===== src/rtl/psi_cfg.svh =====
// constants for the preset speed and inching select block
// assumes a single 50 MHz clock and a 32-bit apb register bus
`ifndef PSI_CFG_SVH
`define PSI_CFG_SVH

`define PSI_MCLK_HZ        50000000
`define PSI_SETTLE_UNIT_US 1000
`define PSI_TICK_CYCLES    ((`PSI_MCLK_HZ / 1000000) * `PSI_SETTLE_UNIT_US)

`define PSI_FREQ_W         16
`define PSI_CODE_W         6
`define PSI_NUM_TERM       8
`define PSI_ADDR_W         8

// register byte offsets
`define PSI_OFS_CTRL       8'h00
`define PSI_OFS_SETTLE     8'h04
`define PSI_OFS_INCH_FREQ  8'h08
`define PSI_OFS_STOP_MODE  8'h0c
`define PSI_OFS_OPER_FREQ  8'h10
`define PSI_OFS_PRESET0    8'h14
`define PSI_OFS_STATUS     8'h18
`define PSI_OFS_FREQ_OUT   8'h1c
`define PSI_ASSIGN_BASE    3'h1
`define PSI_TABLE_BASE     2'h1

// ctrl fields
`define PSI_CTRL_SCHEME_LSB 0
`define PSI_CTRL_REF_TERM   2
`define PSI_CTRL_USE_PRE0   3

// status fields
`define PSI_ST_SPEED_LSB   0
`define PSI_ST_DRIVE       4
`define PSI_ST_INCH        5
`define PSI_ST_REVERSE     6
`define PSI_ST_STOP_LSB    8

// scheme codes
`define PSI_SCHEME_BIN     2'h0
`define PSI_SCHEME_HOT     2'h1

// input function codes
`define PSI_FN_BIN0        6'h02
`define PSI_FN_BIN3        6'h05
`define PSI_FN_INCH        6'h06
`define PSI_FN_FLAG1       6'h20
`define PSI_FN_FLAG7       6'h26
`define PSI_FN_NONE        6'h3f

// inching stop mode codes
`define PSI_STOP_MAX       3'h5
`define PSI_STOP_RUN_MIN   3'h3
`define PSI_STOP_COAST_A   3'h0
`define PSI_STOP_COAST_B   3'h3
`define PSI_STOP_RAMP_A    3'h1
`define PSI_STOP_RAMP_B    3'h4

// stop method one-hot outputs
`define PSI_METH_NONE      3'h0
`define PSI_METH_COAST     3'h1
`define PSI_METH_RAMP      3'h2
`define PSI_METH_DC        3'h4

// reset values, frequencies in 0.01 Hz
`define PSI_RST_INCH_FREQ  16'h0258
`define PSI_MAX_INCH_FREQ  16'h03e7
`define PSI_RST_STOP_MODE  3'h4
`define PSI_RST_PRESET0    16'h0258
`define PSI_RST_FREQ       16'h0000
`define PSI_RST_SETTLE     8'h00

`endif


===== src/rtl/psi_pkg.sv =====
// types shared by the preset speed and inching select block
// assumes psi_cfg.svh for the numeric constants
`default_nettype none
package psi_pkg;
   typedef logic [15:0] psi_freq_type;
   typedef logic [2:0]  psi_stop_type;
   typedef enum logic [3:0] {
      PSI_IDLE   = 4'b0001,
      PSI_NORMAL = 4'b0010,
      PSI_INCH   = 4'b0100,
      PSI_HOLD   = 4'b1000
   } psi_state_type;
endpackage : psi_pkg
`default_nettype wire


===== src/rtl/psi_top.sv =====
// preset speed selection and inching run control with an apb slave
// assumes terminal pins asynchronous, analog reference on mclk already
// Summary of operation
// - scheme code 00 picks binary selection, 01 picks one-hot flags
// - function codes 02 to 05 on any terminal form four select bits
// - four binary select bits choose preset speed 0 to 15
// - speeds 1 to 15 output their preset table entry
// - speed 0 uses analog reference, else preset zero or panel frequency
// - binary selection accepted only after inputs stay stable for settle time
// - function codes 32 to 38 make seven speed flags for speeds 1 to 7
// - flag n selects speed n; no flag selects speed 0
// - with several flags on, the lowest numbered flag wins
// - inching input plus run command drives motor at inching frequency
// - inching frequency limited to 9.99 Hz, default 6.00 Hz
// - stop mode picks coast, ramp down or dc braking; default 04
// - modes 00 to 02 refuse inching when run came first
// - modes 03 to 05 allow inching when run came first
// - modes 03 to 05 coast if inching input drops before run
//
// Added by the designer: register access over APB and the address map.
`include "psi_cfg.svh"
`default_nettype none
module psi_top #(
   parameter int TICK_CYCLES = `PSI_TICK_CYCLES
) (
   input  wire logic                      mclk,
   input  wire logic                      rst,
   input  wire logic                      psel,
   input  wire logic                      penable,
   input  wire logic                      pwrite,
   input  wire logic [`PSI_ADDR_W-1:0]    paddr,
   input  wire logic [31:0]               pwdata,
   output var  logic [31:0]               prdata,
   output var  logic                      pready,
   output var  logic                      pslverr,
   input  wire logic [`PSI_NUM_TERM-1:0]  terminal_pin,
   input  wire logic                      forward_run_command,
   input  wire logic                      reverse_run_command,
   input  wire psi_pkg::psi_freq_type     analog_reference,
   output var  psi_pkg::psi_freq_type     freq_out,
   output var  logic                      drive_active,
   output var  logic                      run_reverse,
   output var  logic                      stop_request,
   output var  psi_pkg::psi_stop_type     stop_method
);
   import psi_pkg::*;

   logic [1:0]              speed_select_scheme;
   logic                    ref_from_terminal;
   logic                    use_preset_zero;
   logic [7:0]              select_settle_time;
   psi_freq_type            inching_frequency;
   logic [2:0]              inching_stop_mode;
   psi_freq_type            operator_frequency_setting;
   psi_freq_type            preset_speed_zero;
   psi_freq_type            preset_speed_table [1:15];
   logic [`PSI_CODE_W-1:0]  input_function_assign [0:7];

   logic [`PSI_NUM_TERM-1:0] term;
   logic [1:0]               run_lvl;
   logic [3:0]               bin_raw;
   logic [7:1]               speed_flags;
   logic                     inching_input;
   logic [3:0]               hot_num;
   logic [3:0]               bin_last;
   logic [15:0]              tick_cnt;
   logic [7:0]               settle_cnt;
   logic                     stable_hit;
   logic [3:0]               speed_number;
   psi_freq_type             speed_freq;
   psi_state_type            state;
   psi_state_type            next_state;
   logic                     next_stop_request;
   psi_stop_type             next_stop_method;
   psi_stop_type             mode_method;
   logic                     run_any;
   logic                     run_mode;
   logic [31:0]              rd_word;
   logic                     rd_hit;
   logic [31:0]              status_word;

   psi_sync #(.WIDTH(`PSI_NUM_TERM)) u_term_sync (
      .mclk  (mclk),
      .rst   (rst),
      .pin   (terminal_pin),
      .level (term)
   );

   psi_sync #(.WIDTH(2)) u_run_sync (
      .mclk  (mclk),
      .rst   (rst),
      .pin   ({reverse_run_command, forward_run_command}),
      .level (run_lvl)
   );

   // ---------------- apb slave ----------------
   wire bus_wr = psel & penable & pwrite;
   wire [2:0] asg_idx = paddr[4:2];
   wire [3:0] tbl_idx = paddr[5:2];
   wire is_asg = paddr[7:5] == `PSI_ASSIGN_BASE;
   wire is_tbl = (paddr[7:6] == `PSI_TABLE_BASE) && (tbl_idx != 4'h0);

   // zero wait states: access phase always completes
   assign pready = 1'b1;

   always_ff @(posedge mclk) begin
      if (rst) begin
         speed_select_scheme        <= `PSI_SCHEME_BIN;
         ref_from_terminal          <= 1'b0;
         use_preset_zero            <= 1'b0;
         select_settle_time         <= `PSI_RST_SETTLE;
         inching_frequency          <= `PSI_RST_INCH_FREQ;
         inching_stop_mode          <= `PSI_RST_STOP_MODE;
         operator_frequency_setting <= `PSI_RST_FREQ;
         preset_speed_zero          <= `PSI_RST_PRESET0;
      end else if (bus_wr) begin
         unique case (paddr)
            `PSI_OFS_CTRL: begin
               if (pwdata[`PSI_CTRL_SCHEME_LSB +: 2] <= `PSI_SCHEME_HOT) begin
                  speed_select_scheme <= pwdata[`PSI_CTRL_SCHEME_LSB +: 2];
               end
               ref_from_terminal <= pwdata[`PSI_CTRL_REF_TERM];
               use_preset_zero   <= pwdata[`PSI_CTRL_USE_PRE0];
            end
            `PSI_OFS_SETTLE: select_settle_time <= pwdata[7:0];
            `PSI_OFS_INCH_FREQ: begin
               // clamp rather than reject so software always gets a legal value
               if (pwdata[15:0] > `PSI_MAX_INCH_FREQ) begin
                  inching_frequency <= `PSI_MAX_INCH_FREQ;
               end else begin
                  inching_frequency <= pwdata[15:0];
               end
            end
            `PSI_OFS_STOP_MODE: begin
               if (pwdata[2:0] <= `PSI_STOP_MAX && pwdata[31:3] == '0) begin
                  inching_stop_mode <= pwdata[2:0];
               end
            end
            `PSI_OFS_OPER_FREQ: operator_frequency_setting <= pwdata[15:0];
            `PSI_OFS_PRESET0: preset_speed_zero <= pwdata[15:0];
            default: begin
            end
         endcase
      end
   end

   always_ff @(posedge mclk) begin
      if (rst) begin
         for (int i = 1; i <= 15; i++) begin
            preset_speed_table[i] <= `PSI_RST_FREQ;
         end
      end else if (bus_wr && is_tbl) begin
         preset_speed_table[tbl_idx] <= pwdata[15:0];
      end
   end

   always_ff @(posedge mclk) begin
      if (rst) begin
         for (int i = 0; i < `PSI_NUM_TERM; i++) begin
            input_function_assign[i] <= `PSI_FN_NONE;
         end
      end else if (bus_wr && is_asg) begin
         input_function_assign[asg_idx] <= pwdata[`PSI_CODE_W-1:0];
      end
   end

   always_comb begin
      status_word = '0;
      status_word[`PSI_ST_SPEED_LSB +: 4] = speed_number;
      status_word[`PSI_ST_DRIVE]          = drive_active;
      status_word[`PSI_ST_INCH]           = state == PSI_INCH;
      status_word[`PSI_ST_REVERSE]        = run_reverse;
      status_word[`PSI_ST_STOP_LSB +: 3]  = stop_method;
   end

   always_comb begin
      rd_word = '0;
      rd_hit  = 1'b1;
      if (is_asg) begin
         rd_word[`PSI_CODE_W-1:0] = input_function_assign[asg_idx];
      end else if (is_tbl) begin
         rd_word[15:0] = preset_speed_table[tbl_idx];
      end else begin
         unique case (paddr)
            `PSI_OFS_CTRL: begin
               rd_word[`PSI_CTRL_SCHEME_LSB +: 2] = speed_select_scheme;
               rd_word[`PSI_CTRL_REF_TERM]        = ref_from_terminal;
               rd_word[`PSI_CTRL_USE_PRE0]        = use_preset_zero;
            end
            `PSI_OFS_SETTLE:    rd_word[7:0]  = select_settle_time;
            `PSI_OFS_INCH_FREQ: rd_word[15:0] = inching_frequency;
            `PSI_OFS_STOP_MODE: rd_word[2:0]  = inching_stop_mode;
            `PSI_OFS_OPER_FREQ: rd_word[15:0] = operator_frequency_setting;
            `PSI_OFS_PRESET0:   rd_word[15:0] = preset_speed_zero;
            `PSI_OFS_STATUS:    rd_word       = status_word;
            `PSI_OFS_FREQ_OUT:  rd_word[15:0] = freq_out;
            default:            rd_hit        = 1'b0;
         endcase
      end
   end

   // read data and error captured in the setup cycle, valid in access
   always_ff @(posedge mclk) begin
      if (rst) begin
         prdata  <= '0;
         pslverr <= 1'b0;
      end else if (psel && !penable) begin
         prdata  <= pwrite ? 32'h0000_0000 : rd_word;
         pslverr <= !rd_hit;
      end
   end

   // ---------------- terminal function decode ----------------
   always_comb begin
      bin_raw       = '0;
      speed_flags   = '0;
      inching_input = 1'b0;
      for (int i = 0; i < `PSI_NUM_TERM; i++) begin
         if (input_function_assign[i] >= `PSI_FN_BIN0 &&
             input_function_assign[i] <= `PSI_FN_BIN3) begin
            // bit0 function lands in the lsb
            bin_raw[2'(input_function_assign[i] - `PSI_FN_BIN0)] |=
               term[i];
         end
         if (input_function_assign[i] >= `PSI_FN_FLAG1 &&
             input_function_assign[i] <= `PSI_FN_FLAG7) begin
            speed_flags[3'(input_function_assign[i] - `PSI_FN_FLAG1) + 3'h1]
               |= term[i];
         end
         if (input_function_assign[i] == `PSI_FN_INCH) begin
            inching_input |= term[i];
         end
      end
   end

   // scanning downward so the lowest active flag is the last to win
   always_comb begin
      hot_num = 4'h0;
      for (int k = 7; k >= 1; k--) begin
         if (speed_flags[k]) begin
            hot_num = 4'(k);
         end
      end
   end

   // ---------------- binary settle filter ----------------
   assign stable_hit = (bin_raw == bin_last) &&
                       (settle_cnt >= select_settle_time);

   always_ff @(posedge mclk) begin
      if (rst) begin
         bin_last   <= 4'h0;
         tick_cnt   <= '0;
         settle_cnt <= '0;
      end else if (bin_raw != bin_last) begin
         // any change restarts the wait so transient codes never apply
         bin_last   <= bin_raw;
         tick_cnt   <= '0;
         settle_cnt <= '0;
      end else if (!stable_hit) begin
         if (tick_cnt == 16'(TICK_CYCLES - 1)) begin
            tick_cnt   <= '0;
            settle_cnt <= settle_cnt + 8'h01;
         end else begin
            tick_cnt <= tick_cnt + 16'h0001;
         end
      end
   end

   always_ff @(posedge mclk) begin
      if (rst) begin
         speed_number <= 4'h0;
      end else if (speed_select_scheme == `PSI_SCHEME_HOT) begin
         speed_number <= hot_num;
      end else if (stable_hit) begin
         speed_number <= bin_last;
      end
   end

   always_comb begin
      if (speed_number != 4'h0) begin
         speed_freq = preset_speed_table[speed_number];
      end else if (ref_from_terminal) begin
         speed_freq = analog_reference;
      end else if (use_preset_zero) begin
         speed_freq = preset_speed_zero;
      end else begin
         speed_freq = operator_frequency_setting;
      end
   end

   // ---------------- inching sequence ----------------
   assign run_any  = run_lvl[0] | run_lvl[1];
   assign run_mode = inching_stop_mode >= `PSI_STOP_RUN_MIN;

   always_comb begin
      unique case (inching_stop_mode)
         `PSI_STOP_COAST_A, `PSI_STOP_COAST_B: mode_method = `PSI_METH_COAST;
         `PSI_STOP_RAMP_A, `PSI_STOP_RAMP_B:   mode_method = `PSI_METH_RAMP;
         default:                              mode_method = `PSI_METH_DC;
      endcase
   end

   always_comb begin
      next_state        = state;
      next_stop_request = 1'b0;
      next_stop_method  = stop_method;
      unique case (state)
         PSI_IDLE: begin
            if (run_any) begin
               next_state = inching_input ? PSI_INCH : PSI_NORMAL;
            end
         end
         PSI_NORMAL: begin
            if (!run_any) begin
               next_state = PSI_IDLE;
            end else if (inching_input && run_mode) begin
               next_state = PSI_INCH;
            end
         end
         PSI_INCH: begin
            if (!run_any) begin
               next_state        = PSI_IDLE;
               next_stop_request = 1'b1;
               next_stop_method  = mode_method;
            end else if (!inching_input) begin
               next_state        = PSI_HOLD;
               next_stop_request = 1'b1;
               next_stop_method  = run_mode ? `PSI_METH_COAST
                                            : mode_method;
            end
         end
         PSI_HOLD: begin
            // stays stopped until the run command is withdrawn
            if (!run_any) begin
               next_state = PSI_IDLE;
            end
         end
      endcase
   end

   always_ff @(posedge mclk) begin
      if (rst) begin
         state <= PSI_IDLE;
      end else begin
         state <= next_state;
      end
   end

   always_ff @(posedge mclk) begin
      if (rst) begin
         stop_request <= 1'b0;
         stop_method  <= `PSI_METH_NONE;
      end else begin
         stop_request <= next_stop_request;
         stop_method  <= next_stop_method;
      end
   end

   always_ff @(posedge mclk) begin
      if (rst) begin
         freq_out     <= `PSI_RST_FREQ;
         drive_active <= 1'b0;
         run_reverse  <= 1'b0;
      end else begin
         drive_active <= next_state == PSI_NORMAL || next_state == PSI_INCH;
         // forward wins when both run commands are on
         run_reverse  <= run_lvl[1] & ~run_lvl[0];
         unique case (next_state)
            PSI_INCH:   freq_out <= inching_frequency;
            PSI_NORMAL: freq_out <= speed_freq;
            default:    freq_out <= `PSI_RST_FREQ;
         endcase
      end
   end
endmodule : psi_top
`default_nettype wire


===== src/rtl/psi_sync.sv =====
// three-stage input synchroniser with agreement filter
// assumes asynchronous pin inputs; output moves when stages two and three agree
`default_nettype none
module psi_sync #(
   parameter int WIDTH = 8
) (
   input  wire logic             mclk,
   input  wire logic             rst,
   input  wire logic [WIDTH-1:0] pin,
   output var  logic [WIDTH-1:0] level
);
   logic [WIDTH-1:0] stage1;
   logic [WIDTH-1:0] stage2;
   logic [WIDTH-1:0] stage3;

   always_ff @(posedge mclk) begin
      if (rst) begin
         stage1 <= '0;
         stage2 <= '0;
         stage3 <= '0;
      end else begin
         stage1 <= pin;
         stage2 <= stage1;
         stage3 <= stage2;
      end
   end

   // per-bit agreement so a one-cycle glitch never reaches the level
   always_ff @(posedge mclk) begin
      if (rst) begin
         level <= '0;
      end else begin
         for (int i = 0; i < WIDTH; i++) begin
            if (stage2[i] == stage3[i]) begin
               level[i] <= stage3[i];
            end
         end
      end
   end
endmodule : psi_sync
`default_nettype wire


===== config.mk =====
export PLATFORM = sky130hd
export DESIGN_NAME = psi_top
export DESIGN_NICKNAME = d
export VERILOG_FILES = /design/src/rtl/psi_pkg.sv /design/src/rtl/psi_top.sv /design/src/rtl/psi_sync.sv
export VERILOG_INCLUDE_DIRS = /design/src /design/src/rtl
export SDC_FILE = /design/constraint.sdc
export NUM_CORES = 1
export LEC_CHECK = 0
export BUFFER_PORTS_ARGS = -buffer_cell sky130_fd_sc_hd__buf_2
export CORE_UTILIZATION = 57
export CTS_CLUSTER_DIAMETER = 200
export CTS_CLUSTER_SIZE = 20
export DETAILED_ROUTE_END_ITERATION = 12
export PLACE_DENSITY = 0.78
export SLEW_MARGIN = 20
export SYNTH_ARGS = -nofsm -noshare
export SYNTH_HDL_FRONTEND = slang
export SYNTH_SLANG_ARGS = --single-unit

===== constraint.sdc =====
create_clock -name mclk -period 6 [get_ports mclk]
set_input_delay 1.2 -clock mclk [delete_from_list [all_inputs] [get_ports mclk]]
set_output_delay 1.2 -clock mclk [all_outputs]
set_load 0.1 [all_outputs]

==> metrics.yaml <==
synthesis:
  yosysWarnings: 0
  avgSynthCellArea_sq_um: 10.9
  ys.flop_type: "edfxtp_1"
  syn-cell-area_sq_um: 28400
  synth_common_cells: "304 x edfxtp_1, 273 x and2_1, 203 x nand2_1"
  synth_most_common_cell: "edfxtp_1"
  ys_ff_latch: 486
  synthTopCellsByArea: "edfxtp_1 32%, mux4_2 14%, dfxtp_1 13%"
  ys_seq_area_frac: 0.449
  synthDistinctLibCells: 108
  synth-edff-count: 304
  synth_top_area_share: 0.321
  syn_inst: 2615
  async_flop_share: 0
  synth_largest_area_cell: "edfxtp_1"
run_status:
  status: "finished clean"
sta:
  whs_ps: 438
  finalHoldViolCount: 0
  slew_viol_final: 0
  finalSetupViolations: 0
  setup_tns_ps: 0
  skew_ps: 40.1
  timing.slew.headroom: 0.277
  max_freq_mhz: 171
  rsz0062_at_grt: "yes"
  period_minus_slack_ps: 5850
  tightest_slew_ps: 1080
  final.period_utilization: 0.975
  setup_ws_ps: 148
floorplan:
  die_x_um: 225
  core_sq_um: 49100
  initial_core_util: 0.580
  die_h_um: 225
  num_rows: 81
  die_area_sq_um: 50800
  io-pin-count: 127
final_layout:
  seq_area_sq_um: 12800
  instances_no_fill: 3381
  fill_cells: 3821
  final_nets: 2818
  fin_util: 0.639
  multiInputGateArea_sq_um: 15200
  layout-drive-gt1-share: 0.207
  syn_to_final_growth_pct: 10.1
  final_area_sq_um: 31300
detailed_routing:
  vias: 22900
  ant_nets: 0
  viasPerCell: 6.76
  drc: 0
  drt-total-wl_um: 89900
  drt_first_pass_iters: 6
  drtIter0Drc: 2894
  avgRoutedWirePerCell_um: 26.6
placed_design:
  place_area_sq_um: 29800
  numPortBuffers: 109
  dpl.cell_count: 3309
  dpl_worst_slack_ps: -214
  hpwl_um: 60400
  gp_congestion: 0.957
clocking:
  clkTransAtPathRegs_ps: 100
  numCtsBuffers: 28
  cts_tree: "built"
  cts_root_buf: "clkbuf_16"
  cts_buffer_depth: 3
  holdBufCountCts: 0
  clkLatencyLatePin_ps: 630
  h-tree-depth: 1
  clock_sinks: 486
run:
  maxCapViolCount: 0
worst_setup_path:
  worstSetupEndpointType: "flop"
  path_class: "reg -> reg"
  critPathMaxFanout: 8
  worstPathArrival_ps: 6400
  required_ps: 6540
  worst_setup_path_start_kind: "flop"
power:
  p_leak_nw: 10.9
  p_total_mw: 6.77
  p_per_area_nw_per_um2: 216
  ir_drop_mv: 0.265
global_route:
  grt_pass1_vias: 21900
  grt_pass1_wl_um: 134000
  antenna_found_initial: 1
  grt_overflow_total: 0
  grt_usage: 0.351
  grt_max_degree: 94
worst_hold_path:
  min_path_type: "reg -> reg"
final timing paths:
path                                                   from              endpoint  slack (ps)  depth (start not counted)
worst max-delay path            input_function_assign[0][0]          tick_cnt[11]         150                         23
worst min-delay path                  u_term_sync.stage3[5]  u_term_sync.level[5]         440                          2
worst max register to register  input_function_assign[0][0]          tick_cnt[11]         150                         23
worst min register to register        u_term_sync.stage3[5]  u_term_sync.level[5]         440                          2
routing by layer:
metal | wire length, um | track usage
met3 | 9150 | 0.0614
met2 | 42300 | 0.565
met5 | 17 | 0
met1 | 33600 | 0.460
met4 | 4820 | 0.170
cells by family after synthesis:
kind of cell | Yosys count | synth area share
and+or+nand+nor | 1091 | 0.203
DFF | 486 | 0.449
AOI/OAI and AO/OA | 467 | 0.117
buffers and inverters | 262 | 0.0387
muxes | 227 | 0.160
adders and majority gates | 50 | 0.0220
xor gates and xnor gates | 30 | 0.00950
other | 2 | 0.000264
critical path, cell delays in order (launching register included):
cell	delay [ps]
edfxtp_1	400
inv_2	70
ha_1	220
or3b_4	450
a41oi_4	270
o32ai_4	190
or3_4	440
a31oi_4	190
nor4_2	120
nor3_4	240
buf_12	160
a2111oi_4	80
buf_4	190
o41ai_4	380
a32oi_2	200
o21a_2	200
o311a_4	380
a211o_1	330
a2111oi_4	390
clkbuf_16	240
a31oi_4	110
buf_4	200
a211o_1	280
nand2_1	60
what timing repair did:
item / CTS / global route
buffers inserted: 7 / 13
resized for setup: 17 / 57
pin swaps: 5 / 19
cloned: 0 / 3
setup endpoints to repair: 32 / 32
registers in the layout (all words and copies together), names as in the netlist, 16 cells and up, named ones only:
register,flops
inching_frequency,16
preset_speed_table,256
prdata,16
tick_cnt,16
input_function_assign,48
freq_out,16
preset_speed_zero,16
operator_frequency_setting,16
placed cells by master, fill, tap and decap left out, types with 48 or more instances in the layout:
cell        n
and2_1    273
mux4_2    182
nor2_1    200
buf_2     106
dfxtp_1   177
buf_4     111
a21oi_1   159
nand3_1    74
nand2_1   203
edfxtp_1  304
inv_1      55
nor3_1     59
ha_1       48
area by class of cell:
class | count | area share
Antenna cell | 1 | 0.0000799
Clock buffer | 47 | 0.0246
Clock inverter | 2 | 0.00148
Inverter | 58 | 0.00695
Multi-Input combinational cell | 1898 | 0.484
Sequential cell | 486 | 0.408
Tap cell | 664 | 0.0265
Timing Repair Buffer | 225 | 0.0487
where the power goes:
group | leakage, nW | total [mW] | switching [mW] | internal (mW)
sequential | 4.39 | 3.78 | 0.117 | 3.67
clock | 0.386 | 2.04 | 1.15 | 0.892
combinational | 6.12 | 0.943 | 0.582 | 0.361
(Power assumes the default switching activity.)
